<file path="config.mk">
export PLATFORM = sky130hd
export DESIGN_NAME = usb_bus_events
export DESIGN_NICKNAME = d
export VERILOG_FILES = /design/src/logic/usb_evt_pkg.sv /design/src/logic/usb_bus_events.sv
export SDC_FILE = /design/constraint.sdc
export NUM_CORES = 1
export LEC_CHECK = 0
export BUFFER_PORTS_ARGS = -buffer_cell sky130_fd_sc_hd__buf_2
export CAP_MARGIN = 20
export CELL_PAD_IN_SITES_DETAIL_PLACEMENT = 2
export CELL_PAD_IN_SITES_GLOBAL_PLACEMENT = 2
export CORE_MARGIN = 8
export CORE_UTILIZATION = 37
export CTS_BUF_LIST = sky130_fd_sc_hd__clkbuf_16
export CTS_CLUSTER_SIZE = 30
export DETAILED_ROUTE_END_ITERATION = 16
export PLACE_DENSITY = 0.85
export SKIP_CTS_REPAIR_TIMING = 1
export SYNTH_ARGS = -nofsm -noshare
export SYNTH_HDL_FRONTEND = slang
export SYNTH_SLANG_ARGS = --single-unit
</file>
<file path="constraint.sdc">
create_clock -name sys_clk -period 6.5 [get_ports sys_clk]
set_clock_uncertainty 0.1 [all_clocks]
set_input_delay 0.65 -clock sys_clk [delete_from_list [all_inputs] [get_ports sys_clk]]
set_output_delay 0.65 -clock sys_clk [all_outputs]
set_load 0.01 [all_outputs]
</file>
<file path="src/logic/usb_evt_pkg.sv">
// Notes on behaviour
// - End of bus reset sets end-of-reset flag until firmware clears it.
// - Bus reset end restores USB registers; controller stays enabled.
// - Stall request answers next request on selected endpoint with STALL.
// - Sent STALL sets stall-sent flag and interrupt; firmware clears both.
// - Valid SETUP PID on control endpoint clears stall request.
// - Received SETUP packet clears the stall-sent flag.
// - Start-of-frame PID sets frame-start flag; firmware clears it.
// - Start-of-frame stores its frame number in low and high registers.
// - Last start-of-frame CRC sets either CRC-good or CRC-error flag.
// - Accepted DATA0 sets toggle bit, accepted DATA1 clears it.
// - Endpoint reset through endpoint-reset register clears toggle bit.
// - SETUP uses DATA0, data alternates, status stage uses DATA1.
// - NAK to IN sets NAK-on-IN, to OUT sets NAK-on-OUT; software clears.
// - Enabled and clocked, bus idle over 3 ms sets suspend flag.
// - Clearing suspend flag idles the pad; wake-up event leaves idle.
// - While suspended, non-idle bus sets CPU-wake flag, even unclocked.
// - Upstream resume sent only after 5 ms suspended; active bit shows it.
// - Finished upstream resume clears the active bit by hardware.
// - Detach bit floats pull-up reference output; clear drives it.
package usb_evt_pkg;
    localparam int CLK_HZ = 125_000_000;
    localparam int IDLE_US = 3000;
    localparam int SUSP_MIN_US = 5000;
    localparam int RESUME_US = 10000;
    localparam int IDLE_CYC = (CLK_HZ / 1_000_000) * IDLE_US + 1;
    localparam int SUSP_CYC = (CLK_HZ / 1_000_000) * SUSP_MIN_US;
    localparam int RESUME_CYC = (CLK_HZ / 1_000_000) * RESUME_US;
    localparam int CW = 24;
    // Word offsets (byte addresses)
    localparam logic [7:0] A_EVENT = 8'h00;
    localparam logic [7:0] A_ENABLE = 8'h04;
    localparam logic [7:0] A_GCTRL = 8'h08;
    localparam logic [7:0] A_EPSEL = 8'h0c;
    localparam logic [7:0] A_EPSTAT = 8'h10;
    localparam logic [7:0] A_EPRST = 8'h14;
    localparam logic [7:0] A_FNUML = 8'h18;
    localparam logic [7:0] A_FNUMH = 8'h1c;
    localparam logic [7:0] A_PRIO = 8'h20;
    // Event register fields
    localparam int EV_EOR = 0;
    localparam int EV_SOF = 1;
    localparam int EV_SUSP = 2;
    localparam int EV_WAKE = 3;
    // Global control fields
    localparam int GC_EN = 7;
    localparam int GC_SUSPEND_CLOCK_GATE = 6;
    localparam int GC_SENDWU = 5;
    localparam int GC_DETACH = 4;
    localparam int GC_UPRES = 3;
    localparam int GC_RWUEN = 2;
    // Endpoint status fields
    localparam int ES_STALL_REQUEST = 0;
    localparam int ES_STALLSENT = 1;
    localparam int ES_NAK_ON_IN_FLAG = 2;
    localparam int ES_NAK_ON_OUT_FLAG = 3;
    localparam int ES_TOGGLE = 4;
    localparam int ES_FRAME_CRC_GOOD = 5;
    localparam int ES_FRAME_CRC_ERROR = 6;
    localparam logic [7:0] GC_RESET = 8'h00;
    localparam int NEP = 8;
    typedef enum logic [1:0] {
        RS_IDLE = 2'b00,
        RS_WAIT = 2'b01,
        RS_SEND = 2'b11
    } res_state_t;
endpackage

</file>
<file path="src/logic/usb_bus_events.sv">
// Decided for this implementation: the Wishbone slave port and the register offsets.
`timescale 1ns/100ps
module usb_bus_events #(
    parameter int IDLE_CYCLES = usb_evt_pkg::IDLE_CYC,
    parameter int SUSP_CYCLES = usb_evt_pkg::SUSP_CYC,
    parameter int RESUME_CYCLES = usb_evt_pkg::RESUME_CYC
) (
    input wire logic sys_clk,
    input wire logic rst,
    input wire logic clk_en,
    input wire logic [7:0] wb_adr_i,
    input wire logic [31:0] wb_dat_i,
    output logic [31:0] wb_dat_o,
    input wire logic wb_we_i,
    input wire logic [3:0] wb_sel_i,
    input wire logic wb_cyc_i,
    input wire logic wb_stb_i,
    output logic wb_ack_o,
    input wire logic bus_reset_end,
    input wire logic sof_pulse,
    input wire logic [10:0] sof_frame,
    input wire logic sof_crc_ok,
    input wire logic setup_pulse,
    input wire logic setup_is_control,
    input wire logic [2:0] tok_ep,
    input wire logic token_pulse,
    input wire logic data_accept,
    input wire logic data_pid1,
    input wire logic nak_in_sent,
    input wire logic nak_out_sent,
    input wire logic bus_idle,
    output logic send_stall,
    output logic expect_data1,
    output logic pad_idle,
    output logic resume_drive,
    output logic vref_out,
    output logic vref_oe_n,
    output logic usb_irq,
    output logic [1:0] usb_prio
);
    import usb_evt_pkg::*;

    logic [7:0] gctrl_q;
    logic [3:0] event_q;
    logic [7:0] enable_q;
    logic [2:0] epsel_q;
    logic [1:0] prio_q;
    logic [10:0] fnum_q;
    logic crc_ok_q;
    logic crc_err_q;
    logic [NEP-1:0] stall_request_q;
    logic [NEP-1:0] stallsent_q;
    logic [NEP-1:0] nak_on_in_flag_q;
    logic [NEP-1:0] nak_on_out_flag_q;
    logic [NEP-1:0] toggle_q;
    logic [NEP-1:0] ctl_phase_q;
    logic [CW-1:0] idle_cnt_q;
    logic [CW-1:0] susp_cnt_q;
    logic [CW-1:0] res_cnt_q;
    res_state_t rs_q;
    logic pad_idle_q;
    logic ack_q;
    logic [31:0] rdat_q;
    logic irq_q;

    logic wr;
    logic clocks_on;
    logic usb_rst;
    logic [3:0] ev_set;
    logic [7:0] flags;

    assign clocks_on = gctrl_q[GC_EN] && !gctrl_q[GC_SUSPEND_CLOCK_GATE];
    assign wr = wb_cyc_i && wb_stb_i && wb_we_i && !ack_q && wb_sel_i[0];
    // Bus reset wipes USB registers but leaves enable set
    assign usb_rst = bus_reset_end && gctrl_q[GC_EN];

    always_comb begin
        ev_set = 4'h0;
        // Ignored while the controller is disabled
        ev_set[EV_EOR] = bus_reset_end && gctrl_q[GC_EN];
        ev_set[EV_SOF] = sof_pulse && clocks_on;
        ev_set[EV_SUSP] = clocks_on
            && idle_cnt_q == CW'(IDLE_CYCLES);
        // Wake detect runs without the USB clock gate
        ev_set[EV_WAKE] = gctrl_q[GC_EN] && pad_idle_q
            && !bus_idle;
    end

    // Bus slave: one wait state, ack for one cycle
    always_ff @(posedge sys_clk or posedge rst) begin
        if (rst) begin
            ack_q <= 1'b0;
        end else if (clk_en) begin
            ack_q <= wb_cyc_i && wb_stb_i && !ack_q;
        end
    end
    assign wb_ack_o = ack_q;

    always_ff @(posedge sys_clk or posedge rst) begin
        if (rst) begin
            rdat_q <= 32'h0;
        end else if (clk_en && wb_cyc_i && wb_stb_i && !ack_q) begin
            case (wb_adr_i)
                A_EVENT: rdat_q <= {28'h0, event_q};
                A_ENABLE: rdat_q <= {24'h0, enable_q};
                A_GCTRL: rdat_q <= {24'h0, gctrl_q};
                A_EPSEL: rdat_q <= {29'h0, epsel_q};
                A_EPSTAT: rdat_q <= {25'h0, crc_err_q, crc_ok_q,
                    toggle_q[epsel_q], nak_on_out_flag_q[epsel_q], nak_on_in_flag_q[epsel_q],
                    stallsent_q[epsel_q], stall_request_q[epsel_q]};
                A_FNUML: rdat_q <= {24'h0, fnum_q[7:0]};
                A_FNUMH: rdat_q <= {29'h0, fnum_q[10:8]};
                A_PRIO: rdat_q <= {30'h0, prio_q};
                default: rdat_q <= 32'h0;
            endcase
        end
    end
    assign wb_dat_o = rdat_q;

    // Global control; hardware owns the upstream-resume bit
    always_ff @(posedge sys_clk or posedge rst) begin
        if (rst) begin
            gctrl_q <= GC_RESET;
        end else if (clk_en) begin
            if (usb_rst) begin
                gctrl_q <= GC_RESET;
                gctrl_q[GC_EN] <= 1'b1;
            end else begin
                if (wr && wb_adr_i == A_GCTRL) begin
                    gctrl_q <= wb_dat_i[7:0];
                    gctrl_q[GC_UPRES] <= gctrl_q[GC_UPRES];
                end
                if (rs_q == RS_SEND) begin
                    gctrl_q[GC_UPRES] <= 1'b1;
                end else begin
                    gctrl_q[GC_UPRES] <= 1'b0;
                end
            end
        end
    end

    // Sticky events, write one to clear, set beats clear
    always_ff @(posedge sys_clk or posedge rst) begin
        if (rst) begin
            event_q <= 4'h0;
        end else if (clk_en) begin
            if (usb_rst) begin
                event_q <= 4'h1;
            end else if (wr && wb_adr_i == A_EVENT) begin
                event_q <= (event_q & ~wb_dat_i[3:0]) | ev_set;
            end else begin
                event_q <= event_q | ev_set;
            end
        end
    end

    always_ff @(posedge sys_clk or posedge rst) begin
        if (rst) begin
            enable_q <= 8'h0;
            epsel_q <= 3'h0;
            prio_q <= 2'h0;
        end else if (clk_en) begin
            if (usb_rst) begin
                enable_q <= 8'h0;
                epsel_q <= 3'h0;
                prio_q <= 2'h0;
            end else if (wr) begin
                if (wb_adr_i == A_ENABLE) enable_q <= wb_dat_i[7:0];
                if (wb_adr_i == A_EPSEL) epsel_q <= wb_dat_i[2:0];
                if (wb_adr_i == A_PRIO) prio_q <= wb_dat_i[1:0];
            end
        end
    end

    // Frame number and CRC status of the latest frame start
    always_ff @(posedge sys_clk or posedge rst) begin
        if (rst) begin
            fnum_q <= 11'h0;
            crc_ok_q <= 1'b0;
            crc_err_q <= 1'b0;
        end else if (clk_en) begin
            if (usb_rst) begin
                fnum_q <= 11'h0;
                crc_ok_q <= 1'b0;
                crc_err_q <= 1'b0;
            end else if (sof_pulse && clocks_on) begin
                fnum_q <= sof_frame;
                crc_ok_q <= sof_crc_ok;
                crc_err_q <= !sof_crc_ok;
            end
        end
    end

    // Per-endpoint stall, NAK and toggle state
    always_ff @(posedge sys_clk or posedge rst) begin
        if (rst) begin
            stall_request_q <= '0;
            stallsent_q <= '0;
            nak_on_in_flag_q <= '0;
            nak_on_out_flag_q <= '0;
            toggle_q <= '0;
            ctl_phase_q <= '0;
        end else if (clk_en) begin
            if (usb_rst) begin
                stall_request_q <= '0;
                stallsent_q <= '0;
                nak_on_in_flag_q <= '0;
                nak_on_out_flag_q <= '0;
                toggle_q <= '0;
                ctl_phase_q <= '0;
            end else begin
                if (wr && wb_adr_i == A_EPSTAT) begin
                    stall_request_q[epsel_q] <= wb_dat_i[ES_STALL_REQUEST];
                    if (wb_dat_i[ES_STALLSENT]) stallsent_q[epsel_q] <= 1'b0;
                    if (wb_dat_i[ES_NAK_ON_IN_FLAG]) nak_on_in_flag_q[epsel_q] <= 1'b0;
                    if (wb_dat_i[ES_NAK_ON_OUT_FLAG]) nak_on_out_flag_q[epsel_q] <= 1'b0;
                end
                if (wr && wb_adr_i == A_EPRST) begin
                    for (int i = 0; i < NEP; i++) begin
                        if (wb_dat_i[i]) toggle_q[i] <= 1'b0;
                    end
                end
                // Hardware events follow the writes so a same-cycle hardware update wins
                if (token_pulse && stall_request_q[tok_ep]) begin
                    stallsent_q[tok_ep] <= 1'b1;
                end
                if (nak_in_sent) nak_on_in_flag_q[tok_ep] <= 1'b1;
                if (nak_out_sent) nak_on_out_flag_q[tok_ep] <= 1'b1;
                if (data_accept) begin
                    toggle_q[tok_ep] <= !data_pid1;
                    ctl_phase_q[tok_ep] <= !ctl_phase_q[tok_ep];
                end
                if (setup_pulse) begin
                    stallsent_q[tok_ep] <= 1'b0;
                    ctl_phase_q[tok_ep] <= 1'b1;
                    if (setup_is_control) stall_request_q[tok_ep] <= 1'b0;
                end
            end
        end
    end

    // Stall only when the token hits a requesting endpoint
    assign send_stall = token_pulse && stall_request_q[tok_ep];
    assign expect_data1 = ctl_phase_q[tok_ep];

    // Idle length counter saturates one past the limit
    always_ff @(posedge sys_clk or posedge rst) begin
        if (rst) begin
            idle_cnt_q <= '0;
        end else if (clk_en) begin
            if (!bus_idle || !clocks_on || usb_rst) begin
                idle_cnt_q <= '0;
            end else if (idle_cnt_q <= CW'(IDLE_CYCLES)) begin
                idle_cnt_q <= idle_cnt_q + 1'b1;
            end
        end
    end

    // Pad idles on flag clear; wake-up releases it
    always_ff @(posedge sys_clk or posedge rst) begin
        if (rst) begin
            pad_idle_q <= 1'b0;
        end else if (clk_en) begin
            if (usb_rst || !bus_idle || rs_q == RS_SEND) begin
                pad_idle_q <= 1'b0;
            end else if (wr && wb_adr_i == A_EVENT && wb_dat_i[EV_SUSP]
                    && event_q[EV_SUSP]) begin
                pad_idle_q <= 1'b1;
            end
        end
    end
    assign pad_idle = pad_idle_q;

    // Suspended-time counter for upstream resume
    always_ff @(posedge sys_clk or posedge rst) begin
        if (rst) begin
            susp_cnt_q <= '0;
        end else if (clk_en) begin
            if (!bus_idle || usb_rst) begin
                susp_cnt_q <= '0;
            end else if (susp_cnt_q < CW'(SUSP_CYCLES)) begin
                susp_cnt_q <= susp_cnt_q + 1'b1;
            end
        end
    end

    always_ff @(posedge sys_clk or posedge rst) begin
        if (rst) begin
            rs_q <= RS_IDLE;
            res_cnt_q <= '0;
        end else if (clk_en) begin
            case (rs_q)
                RS_IDLE: begin
                    if (gctrl_q[GC_SENDWU] && gctrl_q[GC_RWUEN] && clocks_on
                            && !event_q[EV_SUSP]) begin
                        rs_q <= RS_WAIT;
                    end
                end
                RS_WAIT: begin
                    if (!gctrl_q[GC_SENDWU] || usb_rst) begin
                        rs_q <= RS_IDLE;
                    end else if (susp_cnt_q == CW'(SUSP_CYCLES)) begin
                        rs_q <= RS_SEND;
                        res_cnt_q <= '0;
                    end
                end
                RS_SEND: begin
                    if (res_cnt_q == CW'(RESUME_CYCLES - 1) || usb_rst) begin
                        rs_q <= RS_IDLE;
                    end else begin
                        res_cnt_q <= res_cnt_q + 1'b1;
                    end
                end
                default: rs_q <= RS_IDLE;
            endcase
        end
    end
    assign resume_drive = rs_q == RS_SEND;

    // Reference drives high while attached
    assign vref_oe_n = gctrl_q[GC_DETACH];
    assign vref_out = 1'b1;

    always_comb begin
        flags = 8'h00;
        flags[3:0] = event_q;
        // Endpoint flags are summed over every endpoint
        flags[4] = |nak_on_in_flag_q;
        flags[5] = |nak_on_out_flag_q;
        flags[6] = |stallsent_q;
    end

    // Registered so enable writes cannot glitch the request line
    always_ff @(posedge sys_clk or posedge rst) begin
        if (rst) begin
            irq_q <= 1'b0;
        end else if (clk_en) begin
            irq_q <= |(flags & enable_q);
        end
    end
    assign usb_irq = irq_q;
    assign usb_prio = prio_q;
endmodule

</file>
Word-level counts from Yosys, hierarchy flattened --
Cells that the tools add are included. W data, S select, Z words.
Operators by class: equality and inequality tests 19, muxes and demuxes 102, add/subtract/negate cells 3, reduce and logical (&&, ||, !) cells 67, bitwise gates (word level) 16, $lt $le $gt $ge 6
Operator list (count):
- $mux W8 | 42
- $mux W24 | 7
- $add A24 B1 Y24 const B | 3
- $pmux W8 S8 | 1
- $pmux W24 S2 | 1
- $and A8 B8 Y8 | 5
- $eq A8 B5 Y1 const B | 4
- $or A8 B8 Y8 | 4
- $reduce_or A8 Y1 | 4
- $logic_and A1 B1 Y1 | 26
- $bwmux W8 | 3
- $eq A24 B19 Y1 const B | 1
- $eq A24 B20 Y1 const B | 1
- $eq A24 B21 Y1 const B | 1
- $le A24 B19 Y1 const B | 1
- $lt A24 B20 Y1 const B | 1
- $mux W1 | 24
- $mux W11 | 2
- $bmux W1 S3 | 7
- $reduce_bool A2 Y1 | 10
- $eq A8 B4 Y1 const B | 2
- $not A8 Y8 | 2
- $mux W2 | 7
- $reduce_and A2 Y1 | 5
- other kinds (24) | 49
Word-level totals: output and inout bits 42, input bits 75, bits in registers 195, logic and storage cells 236

Logic depth before layout (Yosys ltp) --
Gate-level depths: netlist of the first run.
word-level depth 17, depth in mapped cells 9, depth with buffers taken out 8

Worst setup path after synthesis of the first run --
Ideal clock, no wire load.
path kind input to output, from input port tok_ep[0], to output port send_stall, path buffers 1, arrival time 1.776 ns, required time 5.750 ns, setup slack 3.974 ns, stages 5, cell sequence clkbuf_1 mux2_2 a221oi_1 o22ai_1 and2_1
Between the ends: word-level cells in the longest chain between the ends 3
Ends and longest elaborated chain:
- from (decl) | line usb_bus_events.sv:25 | input wire logic [2:0] tok_ep,
- $bmux W1 S3 | line usb_bus_events.sv:243 | assign send_stall = token_pulse && stall_request_q[tok_ep];
- $mux W1 (implied by the code) | line usb_bus_events.sv:243
- $logic_and A1 B1 Y1 | line usb_bus_events.sv:243
- to (decl) | line usb_bus_events.sv:32 | output logic send_stall,
Every way passes these cells. The select of a mux whose other input is x is not followed.

Final worst setup path of the first run --
from input port clk_en, to register res_cnt_q[17]
Between the ends: word-level cells in the longest chain between the ends 1
Ends and longest elaborated chain:
- from (decl) | line usb_bus_events.sv:10 | input wire logic clk_en,
- $reduce_and A5 Y1 (no source line)
- to (signal assigned) | line usb_bus_events.sv:311 | res_cnt_q <= res_cnt_q + 1'b1;
- to (decl) | line usb_bus_events.sv:59 | logic [CW-1:0] res_cnt_q;
Every way passes these cells. A chain may end at the register's enable or synchronous reset.

==> impl_results.md, run 1 <==
* Flops & latches, synth at between 150 and 200
* Layout cells sized above 1 at between 10% and 20%
* GP Congestion at around 0.82
* Via count at roughly 9100
* Layout fillers at between 2000 and 3000
* Post-DP HPWL at between 20000 and 25000 um
* # DRC at 0
* Rows at 59
* Grt total ovfl at 0
* CTS H-tree lvls at 4
* Number of max-cap violations at 0
* Post-synth EDFFs at 0
* Clk slew on worst S/H paths at ~0.07 ns
* Clk pwr share at a little over two fifths
* Sequential share of power at a little under half
* Max Slew Vio Count at 0
* Worst-margin pin slew at around 1.1 ns
* CTS Buffer Depth at 2
* Io pins at about 120
* Post-route ant nets at 0
* Synth-to-layout area growth at 10.87%
* Routed Wire Length at 36660 um
* Post-DP Area at roughly 10000 um^2
* Num Clock Sinks at 171
* Netlist cell types at 80
* Syn Std Cell Area at approximately 10000 um^2
* Cells after synthesis at about 1100
* Pleak at roughly 4.6 nW
* Final worst path period share at approximately half
* Initial antenna violation count at 0
* Crit path max fanout at 27
* Highest-count cells in the layout ignoring fill and taps: dfrtp_1 (171), nand2_1 (121), o21ai_0 (120)
* N_diodes at 0
* Worst Setup End Kind: register
* Power per cell area at around 230 nW/um^2
* Root buf cell: clkbuf_16
* Final hold vios at 0
* Primary FF master, synth: dfrtp_1
* Rel. slew slack at slightly below 30%
* Commonest non-fill, non-tap cell in the layout: dfrtp_1
* GRT Util Overall at about 23%
* DR WL/cell at about 25 um
* Final Cell Area at around 11000 um^2
* Post-synth ARST share at between 90% and 100%
* Drt via density at 6.265
* Nets at 1188
* Worst min-delay path class: in2async
* Drt pass-1 iters at 5
* Net Switching at a little over 0.0007 W
* Synth warn at 0
* VDD IR max at around 0.14 mV
* Largest net degree at the start of global routing at 71
* CTS tree: done
* Status: completed
* Worst EP arrival at around 3.5 ns
* Avg Cell Area, Syn at 9.075 um^2
* Die width at around 180 um
* Core Box Area at 26060 um^2
* RSZ-0062 raised after global routing: false
* First-pass GRT wire length at roughly 58000 um
* Min Tclk post-route at 3.207 ns
* Fmax at just over 0.3 GHz
* Die Ht at ~180 um
* Die Area at about 32000 um^2
* Internal power consumption at approximately 0.0018 W
* Worst setup SP type: primary input
* WP data required at between 6 and 7 ns
* TNS Setup at 0 ns
* # port buffers at 64
* Starting Density at ~38%
* Drt initial violations at ~860
* Net Sw Frac at 28.75%
* Vias in the first global route at 9955
* Seq/Total Area, Yosys at between 40% and 50%
* Total CTS buffers at 17
* Comb pwr share at a little over a tenth
* Final setup vio count at 0
* Worst skew pair latency at 0.45 ns
* WS Path Type: in2reg
power by group through the flow:
stage	Sequential (W)	Combinational (W)	Clock, W
2_1_floorplan	0.00118	0.000177	0
3_3_place_gp	0.00119	0.000240	0
3_5_place_dp	0.00120	0.000255	0
4_1_cts	0.00118	0.000263	0.00108
5_1_grt	0.00119	0.000289	0.00111
6_report	0.00118	0.000263	0.00107
registers in the layout, indices dropped and copies added (netlist names), 2 cells and up:
signal and cells:
nak_on_in_flag_q 8, event_q 4, usb_prio 2, susp_cnt_q 24
epsel_q 3, fnum_q 11, gctrl_q 8, toggle_q 8
wb_dat_o 8, idle_cnt_q 24, res_cnt_q 24, enable_q 8
ctl_phase_q 8, stall_request_q 8, rs_q 2, nak_on_out_flag_q 8
stallsent_q 8
metrics by stage:
stage	utilization [%]	hold slack, ns	cells	worst slack, ns	total power (W)
finish	41.66	0.2190	1455	3.293	0.002511
global route	41.66	0.2594	1455	3.156	0.002588
CTS	41.58	0.2363	1453	3.299	0.002520
detailed placement	39.33	0.3819	1421	2.866	0.001451
global placement	39.22	0.3553	1420	2.903	0.001432
floorplan	-	0.3370	1102	1.118	0.001355
worst paths after layout:
check / slack (ns) / cells past startpoint / end / from
max: 3.29 / 7 / res_cnt_q[17] / clk_en
min reg2reg: 0.39 / 1 / wb_dat_o[0] / wb_dat_o[0]
max in group asynchronous: 4.88 / 3 / enable_q[1] / rst
min in group sys_clk: 0.33 / 2 / fnum_q[6] / sof_frame[6]
max reg2reg: 3.51 / 6 / susp_cnt_q[14] / susp_cnt_q[23]
min: 0.22 / 2 / susp_cnt_q[12] / rst
worst max-delay path: stages:
cell,delay (ns)
buf_2,0.47
a21boi_1,0.91
nand2_1,0.29
o21ba_4,0.47
nor2_4,0.12
or3_1,0.39
a21oi_2,0.15
cell type report:
class | instances | area [um^2] | share of cell area, %
clock buffers | 17 | 425.4 | 3.918
clock inverters | 15 | 160.2 | 1.475
inverters | 24 | 95.09 | 0.8759
multi-input cells | 817 | 5040 | 46.42
flip-flops and latches | 171 | 4279 | 39.41
well taps | 335 | 419.2 | 3.861
repair buffers | 76 | 437.9 | 4.034
per-layer routing:
| layer | up-vias | GRT usage [%] | part of all wire, % |
|---|---|---|---|
| met5 | - | 0 | 0 |
| met4 | 0 | 8.956 | 3.2 |
| met3 | 80 | 2.822 | 4.2 |
| met2 | 290 | 39.25 | 50 |
| met1 | 4755 | 29.58 | 43 |
| li1 | 3990 | - | - |
kinds of logic (layout without fill, tap and decap cells):
kind of cell | count (synthesis) | in the layout | synth area share, %
simple gates | 408 | 408 | 22.31
compound gates | 323 | 323 | 20.76
flops | 171 | 171 | 43.70
buf+inv | 114 | 132 | 5.750
xor+xnor | 28 | 28 | 2.504
mux | 27 | 27 | 4.127
fa+ha+maj | 6 | 6 | 0.7667
other cells | 2 | 25 | 0.07670
Yosys cell counts (all sizes together) (4+ instances only):
cell type	number	area, um^2
a211oi	12	95.09
a21o	4	30.03
a21oi	76	391.6
a22o	23	201.4
a22oi	9	67.56
a31oi	12	75.07
a32o	7	70.07
and2	16	100.1
and3	19	120.1
and3b	6	52.55
and4	6	52.55
buf	45	304.0
clkbuf	45	168.9
dfrtp	171	4279
ha	6	75.07
inv	24	90.09
mux2	7	78.83
mux2i	10	100.1
mux4	10	225.2
nand2	121	454.2
nand2b	4	25.02
nand3	53	265.3
nand4	24	150.1
nor2	73	281.5
nor2b	11	68.82
nor3	15	80.08
nor4	23	214.0
nor4b	5	58.80
o2111ai	6	52.55
o211ai	8	65.06
o21ai	122	614.3
o221ai	5	43.79
o31ai	11	82.58
or3	7	43.79
or4	10	82.58
xnor2	6	52.55
xor2	22	192.7
(Power assumes the default switching activity.)
==> run 2, diff against run 1 <==
Settings changed: ABC_AREA set to 1, CORE_UTILIZATION 37 to 30, PLACE_DENSITY 0.85 to 0.81.
Clock period 6.5 ns to 2.9 ns, I/O delays scaled along.
==> impl_results.md, run 2 <==
* Status: finished, violations left
* Failing checks: hold timing
* Number of max-cap violations at 0 (unchanged)
* Netlist cell types at 41 (-49%)
* TNS Setup at 0 ns (unchanged)
* Synth top area cells: dfrtp_1 (37%), nand2_1 (17%), nor2_1 (8.3%)
* CTS H-tree lvls at 4 (unchanged)
* Dpl ws at 0.4040 ns (-2.462 ns)
* Post-DP HPWL at 33470 um (+37%)
* Drt via density at 5.075 (-19%)
* Routed Wire Length at 44680 um (+22%)
* Worst-margin pin slew at 0.8020 ns (-0.2524 ns)
* Vias in the first global route at 13052 (+31%)
* # DRC at 0 (unchanged)
* Post-synth ARST share at 100.0% (unchanged)
* Io pins at 117 (unchanged)
* Clk slew on worst S/H paths at 0.07 ns (about the same)
* Die Area at 45160 um^2 (+41%)
* Adder-cell area share of the yosys netlist at 0.6480% (-0.12 points)
* First-pass GRT wire length at 72170 um (+25%)
* Post-route setup slack at 0.3982 ns (-2.895 ns)
* DR WL/cell at 19.13 um (-24%)
* Syn Std Cell Area at 11580 um^2 (+18%)
* Rel. slew slack at 45.97% (+16 points)
* Worst-path cell chain: nand2_1, nand2_1, nor2_1, nand2_1, inv_1, nand2_2, nand2_1, inv_2, nor2_1
* VDD IR max at 0.3227 mV (+130%)
* Largest area contributor in the netlist: dfrtp_1
* Largest stage delay on the critical path at 0.57 ns (-0.34 ns)
* Hold Path Depth at 3
* Final hold vios at 2 (+2)
* Cell with the most instances after synthesis: nand2_1
* WP data required at 3.17 ns (-3.60 ns)
* Compound-cell area share of the yosys netlist at 12.37% (-8.4 points)
* Slowest stage cell, crit path: nand2_1
* Final setup vio count at 0 (unchanged)
* Levels on crit path at 9 (+2)
* Flops & latches, synth at 171 (unchanged)
* FF-to-FF path depth at 9 (+3)
* Share of the synthesized area in the top cell type at 36.94% (-6.8 points)
* Layout cells sized above 1 at 10.46% (-2.7 points)
* Worst min-delay path class: in2reg
* Cells after synthesis at 1750 (+62%)
* RSZ-0062 raised after global routing: false
* Largest family of logic cells by synthesized area: simple AND/OR/NAND/NOR gates
* Crit-path leading delay family: simple AND/OR/NAND/NOR gates
* R2R setup slack at 0.40 ns (-3.11 ns)
* GP Congestion at 0.8513 (+3.5%)
* Synth Area in XOR/XNOR at 2.873% (+0.37 points)
* CP dominant cell by count: nand2_1
* Primary FF master, synth: dfrtp_1
* Starting Density at 30.19% (-7.4 points)
* Post-synth EDFFs at 0 (unchanged)
* Crit path max fanout at 20 (-26%)
* Num Clock Sinks at 171 (unchanged)
* Power per cell area at 565.8 nW/um^2 (+140%)
* Drt pass-1 iters at 4 (-1)
* CTS Buffer Depth at 2 (unchanged)
* N_diodes at 0 (unchanged)
* Final worst path period share at a little under nine tenths
* Max Slew Vio Count at 0 (unchanged)
* Post-synthesis mux area share at 0% (-4.1 points)
* Initial antenna violation count at 1 (+1)
* Nets at 1886 (+59%)
* Commonest cells post-synth: nand2_1 (540), nor2_1 (256), inv_1 (178)
* Core Box Area at 38380 um^2 (+47%)
* Root buf cell: clkbuf_16
* Post-route ant nets at 0 (unchanged)
* Total CTS buffers at 17 (unchanged)
* Worst setup SP type: register
* Largest net degree at the start of global routing at 54 (-24%)
* Avg Cell Area, Syn at 6.620 um^2 (-27%)
* Synth warn at 0 (unchanged)
* Seq/Total Area, Yosys at 36.94% (-6.8 points)
* Worst Setup End Kind: register
* # port buffers at 64 (unchanged)
* GRT Util Overall at 20.20% (-2.9 points)
* Largest regs: idle_cnt_q x24, res_cnt_q x24, susp_cnt_q x24
* Via count at 11850 (+30%)
* Worst skew pair latency at 0.45 ns (about the same)
* Die width at 212.5 um (+19%)
* Synth-to-layout area growth at 11.52%
* Rows at 72 (+22%)
* Drt initial violations at 733 (-15%)
* Highest-count cells in the layout ignoring fill and taps: nand2_1 (540), nor2_1 (255), inv_1 (177)
* Grt total ovfl at 0 (unchanged)
* Commonest non-fill, non-tap cell in the layout: nand2_1
* Synth Area in Simple Gates at 36.42% (+14 points)
* Die Ht at 212.5 um (+19%)
* Pleak at 6.030 nW (+31%)
* Final hold slack at -0.0009595 ns (-0.2200 ns)
* WS Path Type: reg2reg
* CTS tree: done
* Min Tclk post-route at ~2.5 ns
* Fmax at between 0.3 and 0.4 GHz
* Crit path buf inv count at 2 (+1)
* Worst EP arrival at 2.78 ns (-0.70 ns)
## run 2: changes by cell type after synthesis, sizes merged, moves of 23 or more
cell / change
o21ai: +80
nand2: +425
clkbuf: -24
inv: +161
nor2: +195
a22o: -23
nand3: +116
a21oi: -53
## run 2: metal layers
metal / track usage, % / share of wire, % / up-vias
met5: 0 / 0.027 / -
met4: 6.140 / 2.2 / 2
met3: 3.007 / 3.3 / 58
met2: 34.80 / 49 / 172
met1: 25.83 / 46 / 6010
li1: - / - / 5608
## run 2: worst register-to-register path, cell delays in order, from the launching register on
cell and delay (ns):
dfrtp_1 0.41, nand2_1 0.34, nand2_1 0.15, nor2_1 0.30
nand2_1 0.13, inv_1 0.09, nand2_2 0.05, nand2_1 0.57
inv_2 0.16, nor2_1 0.14
## run 2: logic make-up (layout without fill, tap and decap cells)
kind of cell / Yosys count / in the layout
xor+xnor: 38 / 38
fa+ha+maj: 6 / 6
buf+inv: 270 / 314
compound gates: 253 / 253
other cells: 2 / 25
flops: 171 / 171
simple gates: 1010 / 1010
## run 2: worst paths after layout
path,start,endpoint
min in group asynchronous,rst,nak_on_in_flag_q[1]
hold reg to reg,wb_dat_o[4],wb_dat_o[4]
hold / removal,sof_frame[5],fnum_q[5]
setup reg to reg,gctrl_q[7],idle_cnt_q[23]
setup / recovery,gctrl_q[7],idle_cnt_q[23]
max in group asynchronous,rst,susp_cnt_q[16]
## run 2: where the power goes
part | leakage [nW] | internal (W) | switching [W] | total [W]
Sequential | 2.32 | 0.00273 | 0.000346 | 0.00308
Combinational | 3.46 | 0.000597 | 0.00144 | 0.00203
Clock | 0.250 | 0.00109 | 0.00110 | 0.00220
Total | 6.03 | 0.00442 | 0.00289 | 0.00731
## run 2: layout make-up
class / instances / area (um^2)
fillers: 4714 / 25460
multi-input cells: 1332 / 6156
flip-flops and latches: 171 / 4279
inverters: 187 / 705.7
well taps: 518 / 648.1
repair buffers: 96 / 608.1
clock buffers: 17 / 425.4
clock inverters: 14 / 97.59
## run 2: through the flow
step,power (W),instance area (um^2),std cells,hold WS (ns),util [%]
after floorplan,0.004315,11670,1773,0.2864,-
after global placement,0.005013,12360,2300,0.3479,32.20
after detailed placement,0.005150,12360,2300,0.3401,32.20
after CTS,0.007379,12880,2331,-0.1597,33.56
after global routing,0.007751,12920,2335,0.001794,33.67
final,0.007310,12920,2335,-0.0009595,33.67
